File: src/rtl/sid_pkg.sv
// Package for the compact instruction decoder and condition evaluator.
// Assumes a single core clock domain; shared by the decoder and the bench.
package sid_pkg;

  // ----------------------------------------------------------------------
  // Instruction fields
  // ----------------------------------------------------------------------
  localparam int unsigned MAJ_HI     = 15;
  localparam int unsigned MAJ_LO     = 11;
  localparam int unsigned BREG_HI    = 10;
  localparam int unsigned BREG_LO    = 8;
  localparam int unsigned SUB3_HI    = 7;
  localparam int unsigned SUB3_LO    = 5;
  localparam int unsigned U5_HI      = 4;
  localparam int unsigned SUB2_HI    = 10;
  localparam int unsigned SUB2_LO    = 9;
  localparam int unsigned S9_HI      = 8;
  localparam int unsigned SUB1_BIT   = 7;
  localparam int unsigned S8_HI      = 7;
  localparam int unsigned U7_HI      = 6;
  localparam int unsigned CC3_HI     = 8;
  localparam int unsigned CC3_LO     = 6;
  localparam int unsigned S6_HI      = 5;
  localparam int unsigned S9B_HI     = 8;
  localparam int unsigned S11_HI     = 10;

  // ----------------------------------------------------------------------
  // Opcodes and sub-opcodes
  // ----------------------------------------------------------------------
  localparam logic [4:0] OP_SP       = 5'h18;
  localparam logic [4:0] OP_GP       = 5'h19;
  localparam logic [4:0] OP_PCREL    = 5'h1A;
  localparam logic [4:0] OP_MOVI     = 5'h1B;
  localparam logic [4:0] OP_ADDCMP   = 5'h1C;
  localparam logic [4:0] OP_BRZ      = 5'h1D;
  localparam logic [4:0] OP_BCC      = 5'h1E;
  localparam logic [4:0] OP_BLINK    = 5'h1F;
  localparam logic [2:0] SP_PUSH     = 3'h7;
  localparam logic [4:0] PUSH_REG    = 5'h01;
  localparam logic [4:0] PUSH_LINK   = 5'h11;
  localparam logic [1:0] GP_LDW      = 2'h0;
  localparam logic [1:0] GP_LDB      = 2'h1;
  localparam logic [1:0] GP_LDH      = 2'h2;
  localparam logic [1:0] GP_ADD      = 2'h3;
  localparam logic [1:0] BR_AL       = 2'h0;
  localparam logic [1:0] BR_EQ       = 2'h1;
  localparam logic [1:0] BR_NE       = 2'h2;
  localparam logic [1:0] BR_CC       = 2'h3;

  // ----------------------------------------------------------------------
  // Condition codes
  // ----------------------------------------------------------------------
  localparam logic [4:0] CC_AL  = 5'h00;
  localparam logic [4:0] CC_EQ  = 5'h01;
  localparam logic [4:0] CC_NE  = 5'h02;
  localparam logic [4:0] CC_PL  = 5'h03;
  localparam logic [4:0] CC_MI  = 5'h04;
  localparam logic [4:0] CC_CS  = 5'h05;
  localparam logic [4:0] CC_CC  = 5'h06;
  localparam logic [4:0] CC_VS  = 5'h07;
  localparam logic [4:0] CC_VC  = 5'h08;
  localparam logic [4:0] CC_GT  = 5'h09;
  localparam logic [4:0] CC_GE  = 5'h0A;
  localparam logic [4:0] CC_LT  = 5'h0B;
  localparam logic [4:0] CC_LE  = 5'h0C;
  localparam logic [4:0] CC_HI  = 5'h0D;
  localparam logic [4:0] CC_LS  = 5'h0E;
  localparam logic [4:0] CC_PNZ = 5'h0F;
  localparam logic [4:0] CC_SS  = 5'h10;
  localparam logic [4:0] CC_SC  = 5'h11;
  localparam logic [2:0] CC3_BASE = 3'h0;

  // ----------------------------------------------------------------------
  // Sizes, registers and scaling
  // ----------------------------------------------------------------------
  localparam logic [31:0] STACK_STEP = 32'h0000_0004;
  localparam logic [5:0]  REG_R0     = 6'h00;
  localparam logic [5:0]  REG_LINK   = 6'h1F;
  localparam logic [31:0] PC_WMASK   = 32'hFFFF_FFFC;

  typedef enum logic [1:0] {SZ_WORD, SZ_BYTE, SZ_HALF} sid_size_t;
  typedef enum logic [2:0] {
    OPC_NONE, OPC_PUSH, OPC_LOAD, OPC_ADD, OPC_MOVE, OPC_CMP, OPC_BRANCH, OPC_BLINK
  } sid_op_t;

  typedef struct packed {
    logic n;
    logic z;
    logic c;
    logic v;
  } sid_flags_t;

  typedef struct packed {
    logic [15:0] insn;
    logic [31:0] pc;
    logic        valid;
  } sid_fetch_t;

  typedef struct packed {
    logic        valid;
    sid_op_t     op;
    sid_size_t   size;
    logic [5:0]  dst_reg;
    logic        dst_we;
    logic [5:0]  src_reg;
    logic [31:0] imm;
    logic        set_flags;
    logic        insn_err;
    logic        is_cond_branch;
    logic [4:0]  cond;
    logic        reg_test_nz;
    logic        reg_test;
    logic [31:0] target;
    logic        sp_dec;
  } sid_decode_t;

endpackage

File: src/rtl/sid_decoder.sv
// Compact 16-bit decoder for major opcodes 0x18 to 0x1F plus condition evaluation.
// Assumes fetch, execute and register file share clk_i; flags are presented here.
//
// How it works
// - Push register b: stack pointer minus four.
// - Push link register; b field ignored.
// - Other push sub-opcodes raise instruction error.
// - Global-pointer offset scaled by access size.
// - Global-pointer word, byte, half loads, add.
// - Load word from aligned PC plus offset.
// - Add or compare unsigned 7-bit immediate.
// - Compact ops leave flags unless compare type.
// - Branch when register zero or non-zero.
// - Branch always, equal, not equal, or subfield.
// - Subfield selects signed and unsigned compares.
// - Branch-and-link, 11 bits scaled to words.
// - Branch after flag setter stalls one cycle.
// - Short immediate forms run unconditionally.
// - Long forms set flags only with directive.
// - Compare and test never write registers.
// - Flags follow zero, sign, carry, overflow.
// - Code zero is always true; codes one to eight test single flags.
// - Signed codes combine N, V and Z.
// - Unsigned codes and positive non-zero.
// - Unimplemented extension codes: false or error.
// - Saturation set and clear codes.
`timescale 1ns/100ps

module sid_decoder #(
  parameter bit EXT_ARITH   = 1'b1,
  parameter bit EXT_CC_TRAP = 1'b0
) (
  input  wire logic                 clk_i,
  input  wire logic                 rst_i,
  input  wire sid_pkg::sid_fetch_t  fetch_i,
  input  wire sid_pkg::sid_flags_t  flags_i,
  input  wire logic [1:0]           sat_flags_i,
  input  wire logic [4:0]           cond_i,
  input  wire logic                 long_flag_cap_i,
  input  wire logic                 long_f_bit_i,
  input  wire logic                 long_cmp_i,
  input  wire logic [31:0]          result_i,
  input  wire logic                 carry_i,
  input  wire logic                 overflow_i,
  input  wire logic                 result_valid_i,
  input  wire logic                 reg_b_zero_i,
  output logic                      cond_true_o,
  output logic                      cond_err_o,
  output logic                      long_set_flags_o,
  output logic                      long_reg_we_o,
  output sid_pkg::sid_flags_t       flags_new_o,
  output logic                      flags_we_o,
  output logic                      stall_o,
  output logic                      branch_taken_o,
  output sid_pkg::sid_decode_t      dec_o
);

  // ----------------------------------------------------------------------
  // Condition evaluation
  // ----------------------------------------------------------------------
  function automatic logic [1:0] eval_cond(input logic [4:0] cc,
                                           input sid_pkg::sid_flags_t f,
                                           input logic [1:0] sat);
    logic t;
    logic e;
    t = 1'b0;
    e = 1'b0;
    case (cc)
      sid_pkg::CC_AL:  t = 1'b1;
      sid_pkg::CC_EQ:  t = f.z;
      sid_pkg::CC_NE:  t = ~f.z;
      sid_pkg::CC_PL:  t = ~f.n;
      sid_pkg::CC_MI:  t = f.n;
      sid_pkg::CC_CS:  t = f.c;
      sid_pkg::CC_CC:  t = ~f.c;
      sid_pkg::CC_VS:  t = f.v;
      sid_pkg::CC_VC:  t = ~f.v;
      sid_pkg::CC_GT:  t = (f.n == f.v) & ~f.z;
      sid_pkg::CC_GE:  t = (f.n == f.v);
      sid_pkg::CC_LT:  t = (f.n != f.v);
      sid_pkg::CC_LE:  t = f.z | (f.n != f.v);
      sid_pkg::CC_HI:  t = ~f.c & ~f.z;
      sid_pkg::CC_LS:  t = f.c | f.z;
      sid_pkg::CC_PNZ: t = ~f.n & ~f.z;
      sid_pkg::CC_SS: begin
        t = EXT_ARITH & (sat[0] | sat[1]);
        e = ~EXT_ARITH & EXT_CC_TRAP;
      end
      sid_pkg::CC_SC: begin
        t = EXT_ARITH & ~sat[0] & ~sat[1];
        e = ~EXT_ARITH & EXT_CC_TRAP;
      end
      default: begin
        t = 1'b0;
        e = EXT_CC_TRAP;
      end
    endcase
    return {e, t};
  endfunction

  logic [1:0] gen_res;
  always_comb begin
    gen_res          = eval_cond(cond_i, flags_i, sat_flags_i);
    cond_true_o      = gen_res[0];
    cond_err_o       = gen_res[1];
    long_set_flags_o = long_flag_cap_i & long_f_bit_i;
    long_reg_we_o    = ~long_cmp_i;
  end

  // ----------------------------------------------------------------------
  // Decode
  // ----------------------------------------------------------------------
  sid_pkg::sid_decode_t dec_next;
  sid_pkg::sid_decode_t dec_reg;
  logic [15:0] ins;
  logic [4:0]  maj;
  logic [5:0]  breg;
  logic [31:0] pc_w;

  always_comb begin
    ins  = fetch_i.insn;
    maj  = ins[sid_pkg::MAJ_HI:sid_pkg::MAJ_LO];
    breg = {3'h0, ins[sid_pkg::BREG_HI:sid_pkg::BREG_LO]};
    pc_w = fetch_i.pc & sid_pkg::PC_WMASK;
    dec_next                = '0;
    dec_next.valid          = fetch_i.valid;
    dec_next.op             = sid_pkg::OPC_NONE;
    dec_next.size           = sid_pkg::SZ_WORD;
    dec_next.cond           = sid_pkg::CC_AL;
    case (maj)
      sid_pkg::OP_SP: begin
        if (ins[sid_pkg::SUB3_HI:sid_pkg::SUB3_LO] == sid_pkg::SP_PUSH) begin
          dec_next.op     = sid_pkg::OPC_PUSH;
          dec_next.sp_dec = 1'b1;
          dec_next.imm    = sid_pkg::STACK_STEP;
          case (ins[sid_pkg::U5_HI:0])
            sid_pkg::PUSH_REG:  dec_next.src_reg = breg;
            sid_pkg::PUSH_LINK: dec_next.src_reg = sid_pkg::REG_LINK;
            default: begin
              dec_next.op       = sid_pkg::OPC_NONE;
              dec_next.sp_dec   = 1'b0;
              dec_next.insn_err = 1'b1;
            end
          endcase
        end
      end
      sid_pkg::OP_GP: begin
        dec_next.dst_reg = sid_pkg::REG_R0;
        dec_next.dst_we  = 1'b1;
        dec_next.op      = sid_pkg::OPC_LOAD;
        case (ins[sid_pkg::SUB2_HI:sid_pkg::SUB2_LO])
          sid_pkg::GP_LDB: begin
            dec_next.size = sid_pkg::SZ_BYTE;
            dec_next.imm  = {{23{ins[sid_pkg::S9_HI]}}, ins[sid_pkg::S9_HI:0]};
          end
          sid_pkg::GP_LDH: begin
            dec_next.size = sid_pkg::SZ_HALF;
            dec_next.imm  = {{22{ins[sid_pkg::S9_HI]}}, ins[sid_pkg::S9_HI:0], 1'b0};
          end
          sid_pkg::GP_ADD: begin
            dec_next.op   = sid_pkg::OPC_ADD;
            dec_next.imm  = {{21{ins[sid_pkg::S9_HI]}}, ins[sid_pkg::S9_HI:0], 2'h0};
          end
          default: begin
            dec_next.imm  = {{21{ins[sid_pkg::S9_HI]}}, ins[sid_pkg::S9_HI:0], 2'h0};
          end
        endcase
      end
      sid_pkg::OP_PCREL: begin
        dec_next.op      = sid_pkg::OPC_LOAD;
        dec_next.dst_reg = breg;
        dec_next.dst_we  = 1'b1;
        dec_next.target  = pc_w + {22'h0, ins[7:0], 2'h0};
      end
      sid_pkg::OP_MOVI: begin
        dec_next.op      = sid_pkg::OPC_MOVE;
        dec_next.dst_reg = breg;
        dec_next.dst_we  = 1'b1;
        dec_next.imm     = {24'h0, ins[7:0]};
      end
      sid_pkg::OP_ADDCMP: begin
        dec_next.src_reg = breg;
        dec_next.imm     = {25'h0, ins[sid_pkg::U7_HI:0]};
        if (ins[sid_pkg::SUB1_BIT]) begin
          dec_next.op        = sid_pkg::OPC_CMP;
          dec_next.set_flags = 1'b1;
        end else begin
          dec_next.op      = sid_pkg::OPC_ADD;
          dec_next.dst_reg = breg;
          dec_next.dst_we  = 1'b1;
        end
      end
      sid_pkg::OP_BRZ: begin
        dec_next.op          = sid_pkg::OPC_BRANCH;
        dec_next.src_reg     = breg;
        dec_next.reg_test    = 1'b1;
        dec_next.reg_test_nz = ins[sid_pkg::SUB1_BIT];
        dec_next.target      = {fetch_i.pc[31:1] +
                                {{24{ins[sid_pkg::S6_HI + 1]}}, ins[sid_pkg::S6_HI + 1:0]}, 1'b0};
      end
      sid_pkg::OP_BCC: begin
        dec_next.op             = sid_pkg::OPC_BRANCH;
        dec_next.is_cond_branch = 1'b1;
        case (ins[sid_pkg::SUB2_HI:sid_pkg::SUB2_LO])
          sid_pkg::BR_AL: dec_next.cond = sid_pkg::CC_AL;
          sid_pkg::BR_EQ: dec_next.cond = sid_pkg::CC_EQ;
          sid_pkg::BR_NE: dec_next.cond = sid_pkg::CC_NE;
          default: begin
            case (ins[sid_pkg::CC3_HI:sid_pkg::CC3_LO])
              3'h0:    dec_next.cond = sid_pkg::CC_GT;
              3'h1:    dec_next.cond = sid_pkg::CC_GE;
              3'h2:    dec_next.cond = sid_pkg::CC_LT;
              3'h3:    dec_next.cond = sid_pkg::CC_LE;
              3'h4:    dec_next.cond = sid_pkg::CC_HI;
              3'h5:    dec_next.cond = sid_pkg::CC_CC;
              3'h6:    dec_next.cond = sid_pkg::CC_CS;
              default: dec_next.cond = sid_pkg::CC_LS;
            endcase
          end
        endcase
        if (ins[sid_pkg::SUB2_HI:sid_pkg::SUB2_LO] == sid_pkg::BR_CC) begin
          dec_next.target = {fetch_i.pc[31:1] +
                             {{25{ins[sid_pkg::S6_HI]}}, ins[sid_pkg::S6_HI:0]}, 1'b0};
        end else begin
          dec_next.target = {fetch_i.pc[31:1] +
                             {{22{ins[sid_pkg::S9B_HI]}}, ins[sid_pkg::S9B_HI:0]}, 1'b0};
        end
      end
      sid_pkg::OP_BLINK: begin
        dec_next.op      = sid_pkg::OPC_BLINK;
        dec_next.dst_reg = sid_pkg::REG_LINK;
        dec_next.dst_we  = 1'b1;
        dec_next.target  = pc_w + {{19{ins[sid_pkg::S11_HI]}}, ins[sid_pkg::S11_HI:0], 2'h0};
      end
      default: begin
        dec_next.valid = 1'b0;
      end
    endcase
  end

  // ----------------------------------------------------------------------
  // Flag update and early-branch stall
  // ----------------------------------------------------------------------
  logic set_prev_reg;
  logic set_prev_next;
  logic is_br;
  logic [1:0] br_res;

  always_comb begin
    br_res        = eval_cond(dec_reg.cond, flags_i, sat_flags_i);
    flags_new_o.z = (result_i == 32'h0000_0000);
    flags_new_o.n = result_i[31];
    flags_new_o.c = carry_i;
    flags_new_o.v = overflow_i;
    flags_we_o    = result_valid_i & dec_reg.valid & dec_reg.set_flags;
    is_br         = dec_next.valid &
                    ((dec_next.op == sid_pkg::OPC_BRANCH) | (dec_next.op == sid_pkg::OPC_BLINK));
    stall_o       = is_br & set_prev_reg;
    set_prev_next = stall_o ? 1'b0 : (dec_next.valid & dec_next.set_flags);
    if (dec_reg.reg_test) begin
      branch_taken_o = dec_reg.valid & (reg_b_zero_i ^ dec_reg.reg_test_nz);
    end else if (dec_reg.op == sid_pkg::OPC_BRANCH) begin
      branch_taken_o = dec_reg.valid & br_res[0];
    end else begin
      branch_taken_o = dec_reg.valid & (dec_reg.op == sid_pkg::OPC_BLINK);
    end
    dec_o = dec_reg;
  end

  always_ff @(posedge clk_i or posedge rst_i) begin
    if (rst_i) begin
      dec_reg      <= '0;
      set_prev_reg <= 1'b0;
    end else begin
      dec_reg      <= stall_o ? '0 : dec_next;
      set_prev_reg <= set_prev_next;
    end
  end

endmodule

File: config.mk
export PLATFORM = sky130hd
export DESIGN_NAME = sid_decoder
export DESIGN_NICKNAME = d
export VERILOG_FILES = /design/src/rtl/sid_pkg.sv /design/src/rtl/sid_decoder.sv
export SDC_FILE = /design/constraint.sdc
export NUM_CORES = 1
export LEC_CHECK = 0
export BUFFER_PORTS_ARGS = -buffer_cell sky130_fd_sc_hd__buf_2
export CORE_MARGIN = 8
export CORE_UTILIZATION = 35
export CTS_BUF_LIST = sky130_fd_sc_hd__clkbuf_4 sky130_fd_sc_hd__clkbuf_8
export CTS_CLUSTER_SIZE = 20
export DETAILED_ROUTE_END_ITERATION = 8
export PLACE_DENSITY_LB_ADDON = 0.15
export SLEW_MARGIN = 40
export SYNTH_ARGS = -nofsm -noshare
export SYNTH_HDL_FRONTEND = slang
export SYNTH_SLANG_ARGS = --single-unit
File: constraint.sdc
create_clock -name clk_i -period 3.5 [get_ports clk_i]
set_input_delay 0.175 -clock clk_i [delete_from_list [all_inputs] [get_ports clk_i]]
set_output_delay 0.175 -clock clk_i [all_outputs]
set_load 0.005 [all_outputs]
==> results of run 1 <==
[cell type report]
class,instances,area [sq um]
repair buffers,238,1300
clock inverters,6,41.3
inverters,27,104
multi-input cells,692,4590
well taps,265,332
clock buffers,9,124
flip-flops and latches,68,1700
fillers,2041,11100
[cell families (layout without fill, tap and decap cells)]
family | Yosys count | in the layout | share of synthesized area (%)
AND/OR/NAND/NOR | 305 | 305 | 22.3
AO/OA/AOI/OAI | 259 | 259 | 25.6
buffers and inverters | 106 | 280 | 8.15
flip-flops | 68 | 68 | 24.9
XOR/XNOR | 63 | 63 | 8.08
adder cells (fa/ha/maj) | 51 | 51 | 9.56
multiplexers | 9 | 9 | 1.36
other | 1 | 5 | 0.0549
[power by group]
group / switching [uW] / leakage [uW] / internal (uW)
Sequential: 7.85 / 0.000938 / 808
Combinational: 489 / 0.00297 / 343
Clock: 345 / 0.0000775 / 253
Total: 842 / 0.00399 / 1400
[cells in the mapped netlist (all sizes together), types with 12 or more instances]
cell     n
a21oi   70
inv     27
xor2    21
nor4    21
a211oi  14
nand3   22
a21o    20
nand4   16
buf     48
nor3    17
a22oi   19
ha      49
o22ai   16
xnor2   42
nor2    84
nand2   87
clkbuf  31
o21ai   44
dfrtp   68
a31oi   14
and2    12
[how the worst max path moves through the flow]
stage                     cells past startpoint   startpoint             endpoint
final                                        17  fetch_i[47]  dec_o[32]$_DFF_PP0_
after global routing                         16  fetch_i[47]  dec_o[31]$_DFF_PP0_
after CTS                                    16  fetch_i[47]  dec_o[31]$_DFF_PP0_
after detailed placement                     16  fetch_i[47]  dec_o[31]$_DFF_PP0_
after global placement                       17  fetch_i[47]  dec_o[31]$_DFF_PP0_
after floorplan                              17  fetch_i[47]  dec_o[31]$_DFF_PP0_
[critical path, cell delays in order]
cell and delay, ns:
buf_2 0.09, and2_1 0.17, nand2_1 0.09, nor2_1 0.17
nand2_1 0.09, o22ai_1 0.22, inv_2 0.18, buf_4 0.19
ha_1 0.29, a21oi_1 0.21, o211ai_1 0.13, a21oi_1 0.23
o21ai_0 0.18, o2111ai_1 0.27, a31oi_1 0.14, or4_1 0.50
o211ai_2 0.08
[stage by stage]
step / utilization (%) / area, sq um / std cells
2_1_floorplan: - / 6850 / 866
3_3_place_gp: 41.4 / 8010 / 1289
3_5_place_dp: 41.5 / 8020 / 1289
4_1_cts: 42.4 / 8190 / 1305
5_1_grt: 42.4 / 8200 / 1305
6_report: 42.4 / 8200 / 1305
[per-layer routing]
metal | wire (um) | global-route usage [%] | up-vias
met1 | 10700 | 24.7 | 3294
li1 | - | - | 3472
met5 | 0 | 0 | -
met2 | 11000 | 31.8 | 255
met3 | 1600 | 3.60 | 28
met4 | 391 | 5.59 | 0
[layout by cell type, fill, tap and decap left out, types with 5 or more instances in the layout]
cell type / count
a211oi_1: 12
a21o_1: 20
a21oi_1: 69
a22oi_1: 17
a31oi_1: 14
and2_1: 11
and3_1: 10
buf_2: 195
buf_4: 42
clkbuf_8: 9
conb_1: 5
dfrtp_1: 68
ha_1: 49
inv_1: 25
mux2i_1: 7
nand2_1: 84
nand2b_1: 8
nand3_1: 22
nand4_1: 16
nor2_1: 83
nor3_1: 17
nor4_1: 18
o211ai_1: 9
o21ai_0: 35
o21ai_1: 8
o21bai_1: 7
o22ai_1: 16
or3_1: 5
xnor2_1: 42
xor2_1: 21
==> metrics.cfg, run 1 <==
[outcome]
status = finished, final reports clean

[timing]
finClkSkew_ns = 0.0102
period_needed_ns = 3.10
setup_viol = 0
slew_violations = 0
worstMarginPinSlew_ns = 0.634
fmax_mhz = 322
timing.final.ws_setup_ns = 0.395
hold_ws_ns = 0.0657
relSlewSlack_pct = 57.7
fin_crit_sh_pct = 88.7
rsz0062_at_grt = no
fin_setup_tns_ns = 0
hold_viol = 0

[finish]
largest_reg_flops = 67
area_growth_pct = 20.0
diodes = 0
drive_above_1_share_pct = 26.9
nets = 1188

[placed_design]
port_buffers = 195
place_congestion = 0.877
pre_cts_ws_ns = -0.00987
dp_hpwl_mm = 18.7

[routing]
drc_errors = 0
drt_wl_total_mm = 23.7
ant_nets = 0
vias_per_cell = 5.40
dr_total_vias = 7049
wire_per_inst_um = 18.1
dr.pass1.iters = 5
drt_iter0_markers = 565

[floorplan]
core_sq_um = 19300
die_h_um = 156
row_count = 51
die_x_um = 156
ios = 206
initial_utilization_pct = 35.3
dieArea_sq_um = 24200

[global_routing]
grt_pass1_wl_mm = 37.1
grt_max_degree = 49
grt_remaining_overflow = 0
gr-usage-all-layers_pct = 19.1
grt_pass1_vias = 6889
antenna_found_initial = 0

[worst_setup_path]
reg2reg_to = dec_o[32]$_DFF_PP0_
r2r_start = set_prev_reg$_DFF_PP0_
startpoint_type = input port
cp.arrival_ns = 3.40
cp_max_fo = 11
crit_path_end_kind = flop
cp.required_ns = 3.80
worst-r2r-cell-count = 5
r2r_slack_ns = 1.55
critical_path_class = input port to flop

[synth]
synth-edff-count = 0
syn_area_sq_um = 6830
netlist.area_leader.share_pct = 24.9
yosys_register_bits = 68
synth_cells = 862
ys_types = 80
synth_area_leaders = dfrtp_1 25%, ha_1 9.0%, xnor2_1 5.4%, a21oi_1 5.1%, nand2_1 4.6%
ys_seq_area_share_pct = 24.9
async_flop_share_pct = 100
syn_avg_cell_area_sq_um = 7.92
yosys_warnings = 0
synth_top_area_cell = dfrtp_1
synthFlopType = dfrtp_1

[clock_tree]
cts_made_buffers = 9
path_clk_slew_ns = 0.08
cts_root_buf = clkbuf_8
cts_num_sinks = 68
clock_path_buffers = 2
htree_levels = 3
tritoncts = built
clock_latency_ns = 0.38
postCtsSetupBuffers = 0
cts_resized = 0
holdBufCountCts = 1

[hold_path]
worstHoldPathCells = 3
holdCritPathClass = input port to flop
hold_end = dec_o[93]$_DFF_PP0_
min_from = fetch_i[0]

[power]
power.total_uw = 2240
leakage_uw = 0.00399
power_per_cell_area_nw_per_um2 = 274
max-vdd-ir-drop_uv = 167

[job]
max_cap_viol_count = 0

(Power assumes the default switching activity.)
==> inputs of run 2 (changes only) <==
BUFFER_PORTS_ARGS = unset   (was -buffer_cell sky130_fd_sc_hd__buf_2)
DONT_BUFFER_PORTS = 1   (was unset)
MAX_ROUTING_LAYER = met4   (was unset)
==> metrics.cfg, run 2 (synthesized netlist as in run 1, its figures left out) <==
[finish]
diodes = 0  ; unchanged
final_cell_mix = 84 x nand2_1, 83 x nor2_1, 67 x dfrtp_1  ; was 195 x buf_2, 84 x nand2_1, 83 x nor2_1
drive_above_1_share_pct = 8.39  ; was 26.9%
stdcell_count = 1111  ; was 1305
fin_area_sq_um = 7310  ; was 8200 sq um
largest_reg_flops = 67  ; unchanged
nets = 994  ; was 1188
final.fill_count = 2047  ; was 2041
final_common_cell = nand2_1  ; was buf_2
area_growth_pct = 7.00  ; was 20.0%

[timing]
fmax_mhz = 303  ; was 322 MHz
hold_viol = 0  ; unchanged
period_needed_ns = 3.30  ; was 3.10 ns
setup_viol = 0  ; unchanged
worstMarginPinSlew_ns = 0.829  ; was 0.634 ns
finClkSkew_ns = 0.0177  ; was 0.0102 ns
rsz0062_at_grt = yes  ; was no
slew_violations = 0  ; unchanged
timing.final.ws_setup_ns = 0.198  ; was 0.395 ns
relSlewSlack_pct = 44.8  ; was 57.7%
fin_crit_sh_pct = 94.4  ; was 88.7%

[worst_setup_path]
cp_max_fo = 11  ; unchanged
cp.required_ns = 3.71  ; was 3.80 ns
critical_path_class = input port to flop  ; unchanged
cp.arrival_ns = 3.51  ; was 3.40 ns
crit_path_end_kind = flop  ; unchanged
worst-r2r-cell-count = 5  ; unchanged
startpoint_type = input port  ; unchanged

[clock_tree]
htree_levels = 3  ; unchanged
clock_path_buffers = 2  ; unchanged
tritoncts = built  ; unchanged
cts_num_sinks = 68  ; unchanged
path_clk_slew_ns = 0.08  ; about the same
cts_made_buffers = 9  ; unchanged
cts_root_buf = clkbuf_8  ; unchanged
clock_latency_ns = 0.37  ; was 0.38 ns

[placed_design]
place_congestion = 0.872  ; was 0.877
dpl_cell_area_sq_um = 6920  ; was 8020 sq um
dp_hpwl_mm = 18.0  ; was 18.7 mm
dp.cells = 1076  ; was 1289
pre_cts_ws_ns = 0.0972  ; was -0.00987 ns
port_buffers = 0  ; was 195

[floorplan]
core_sq_um = 19300  ; unchanged
initial_utilization_pct = 35.3  ; unchanged
ios = 206  ; unchanged
row_count = 51  ; unchanged
die_x_um = 156  ; unchanged
dieArea_sq_um = 24200  ; unchanged
die_h_um = 156  ; unchanged

[routing]
vias_per_cell = 5.74  ; was 5.40
wire_per_inst_um = 21.4  ; was 18.1 um
drc_errors = 0  ; unchanged
drt_wl_total_mm = 23.7  ; about the same
dr_total_vias = 6377  ; was 7049
dr.pass1.iters = 5  ; unchanged
drt_iter0_markers = 382  ; was 565
ant_nets = 0  ; unchanged

[power]
power_per_cell_area_nw_per_um2 = 290  ; was 274 nW/um^2
leakage_uw = 0.00308  ; was 0.00399 uW
max-vdd-ir-drop_uv = 152  ; was 167 uV

[global_routing]
grt_pass1_vias = 6243  ; was 6889
grt_max_degree = 49  ; unchanged
antenna_found_initial = 0  ; unchanged
grt_pass1_wl_mm = 36.2  ; was 37.1 mm
gr-usage-all-layers_pct = 19.7  ; was 19.1%
grt_remaining_overflow = 0  ; unchanged

[hold_path]
worstHoldPathCells = 3  ; unchanged
holdCritPathClass = input port to flop  ; unchanged

[outcome]
status = finished, final reports clean  ; unchanged

[job]
max_cap_viol_count = 0  ; unchanged

-- run 2: final timing paths --
path	from	to	slack (ns)
worst min-delay path	fetch_i[46]	dec_o[91]$_DFF_PP0_	0.02
worst min register to register	set_prev_reg$_DFF_PP0_	dec_o[33]$_DFF_PP0_	0.72
worst max register to register	set_prev_reg$_DFF_PP0_	dec_o[32]$_DFF_PP0_	1.52
max in group asynchronous	rst_i	dec_o[3]$_DFF_PP0_	2.21
worst max-delay path	fetch_i[41]	dec_o[31]$_DFF_PP0_	0.20
min in group asynchronous	rst_i	dec_o[22]$_DFF_PP0_	0.27
-- run 2: layer usage --
layer	part of all wire, %	track usage, %	up-vias
met2	47	32.0	241
met4	1.9	5.73	0
li1	-	-	3085
met1	43	24.1	3024
met3	7.9	4.40	27
met5	0	-	-
-- run 2: layout make-up --
| class | instances | area, sq um | share of cell area, % |
|---|---|---|---|
| clock buffers | 10 | 138 | 1.88 |
| clock inverters | 5 | 37.5 | 0.514 |
| inverters | 27 | 101 | 1.39 |
| multi-input cells | 692 | 4600 | 63.0 |
| flip-flops and latches | 68 | 1700 | 23.3 |
| well taps | 265 | 332 | 4.54 |
| repair buffers | 44 | 393 | 5.38 |
-- run 2: critical path, cell delays in order --
cell,delay (ns)
dlygate4sd3_1,0.64
inv_1,0.13
nor2_1,0.05
o22ai_1,0.19
inv_2,0.12
buf_4,0.21
ha_1,0.36
nand2_1,0.12
nor3_1,0.18
nand3_1,0.14
a211oi_1,0.36
a31oi_2,0.14
a31o_2,0.27
a221oi_1,0.30
o22ai_1,0.13
-- run 2: metrics by stage --
stage                     hold WS, ns  setup TNS, ns  utilization [%]  power [uW]
after global routing           0.0220       -0.00579             37.8        2260
after CTS                     0.00163              0             37.7        2150
after global placement          0.116              0             35.8        1490
after detailed placement        0.122              0             35.8        1490
after floorplan                 0.259              0                -        1380
final                          0.0181              0             37.8        2120
-- run 2: repair_timing --
action / 4_1_cts / 5_1_grt
setup endpoints to repair: 0 / 3
hold buffers: 20 / 0
buffers inserted: 0 / 0
hold endpoints to repair: 49 / 0
resized for setup: 0 / 3
-- run 2: report_power, final --
part,internal [uW],switching [uW]
Clock,275,345
Sequential,808,18.0
Combinational,287,390
Total,1370,753
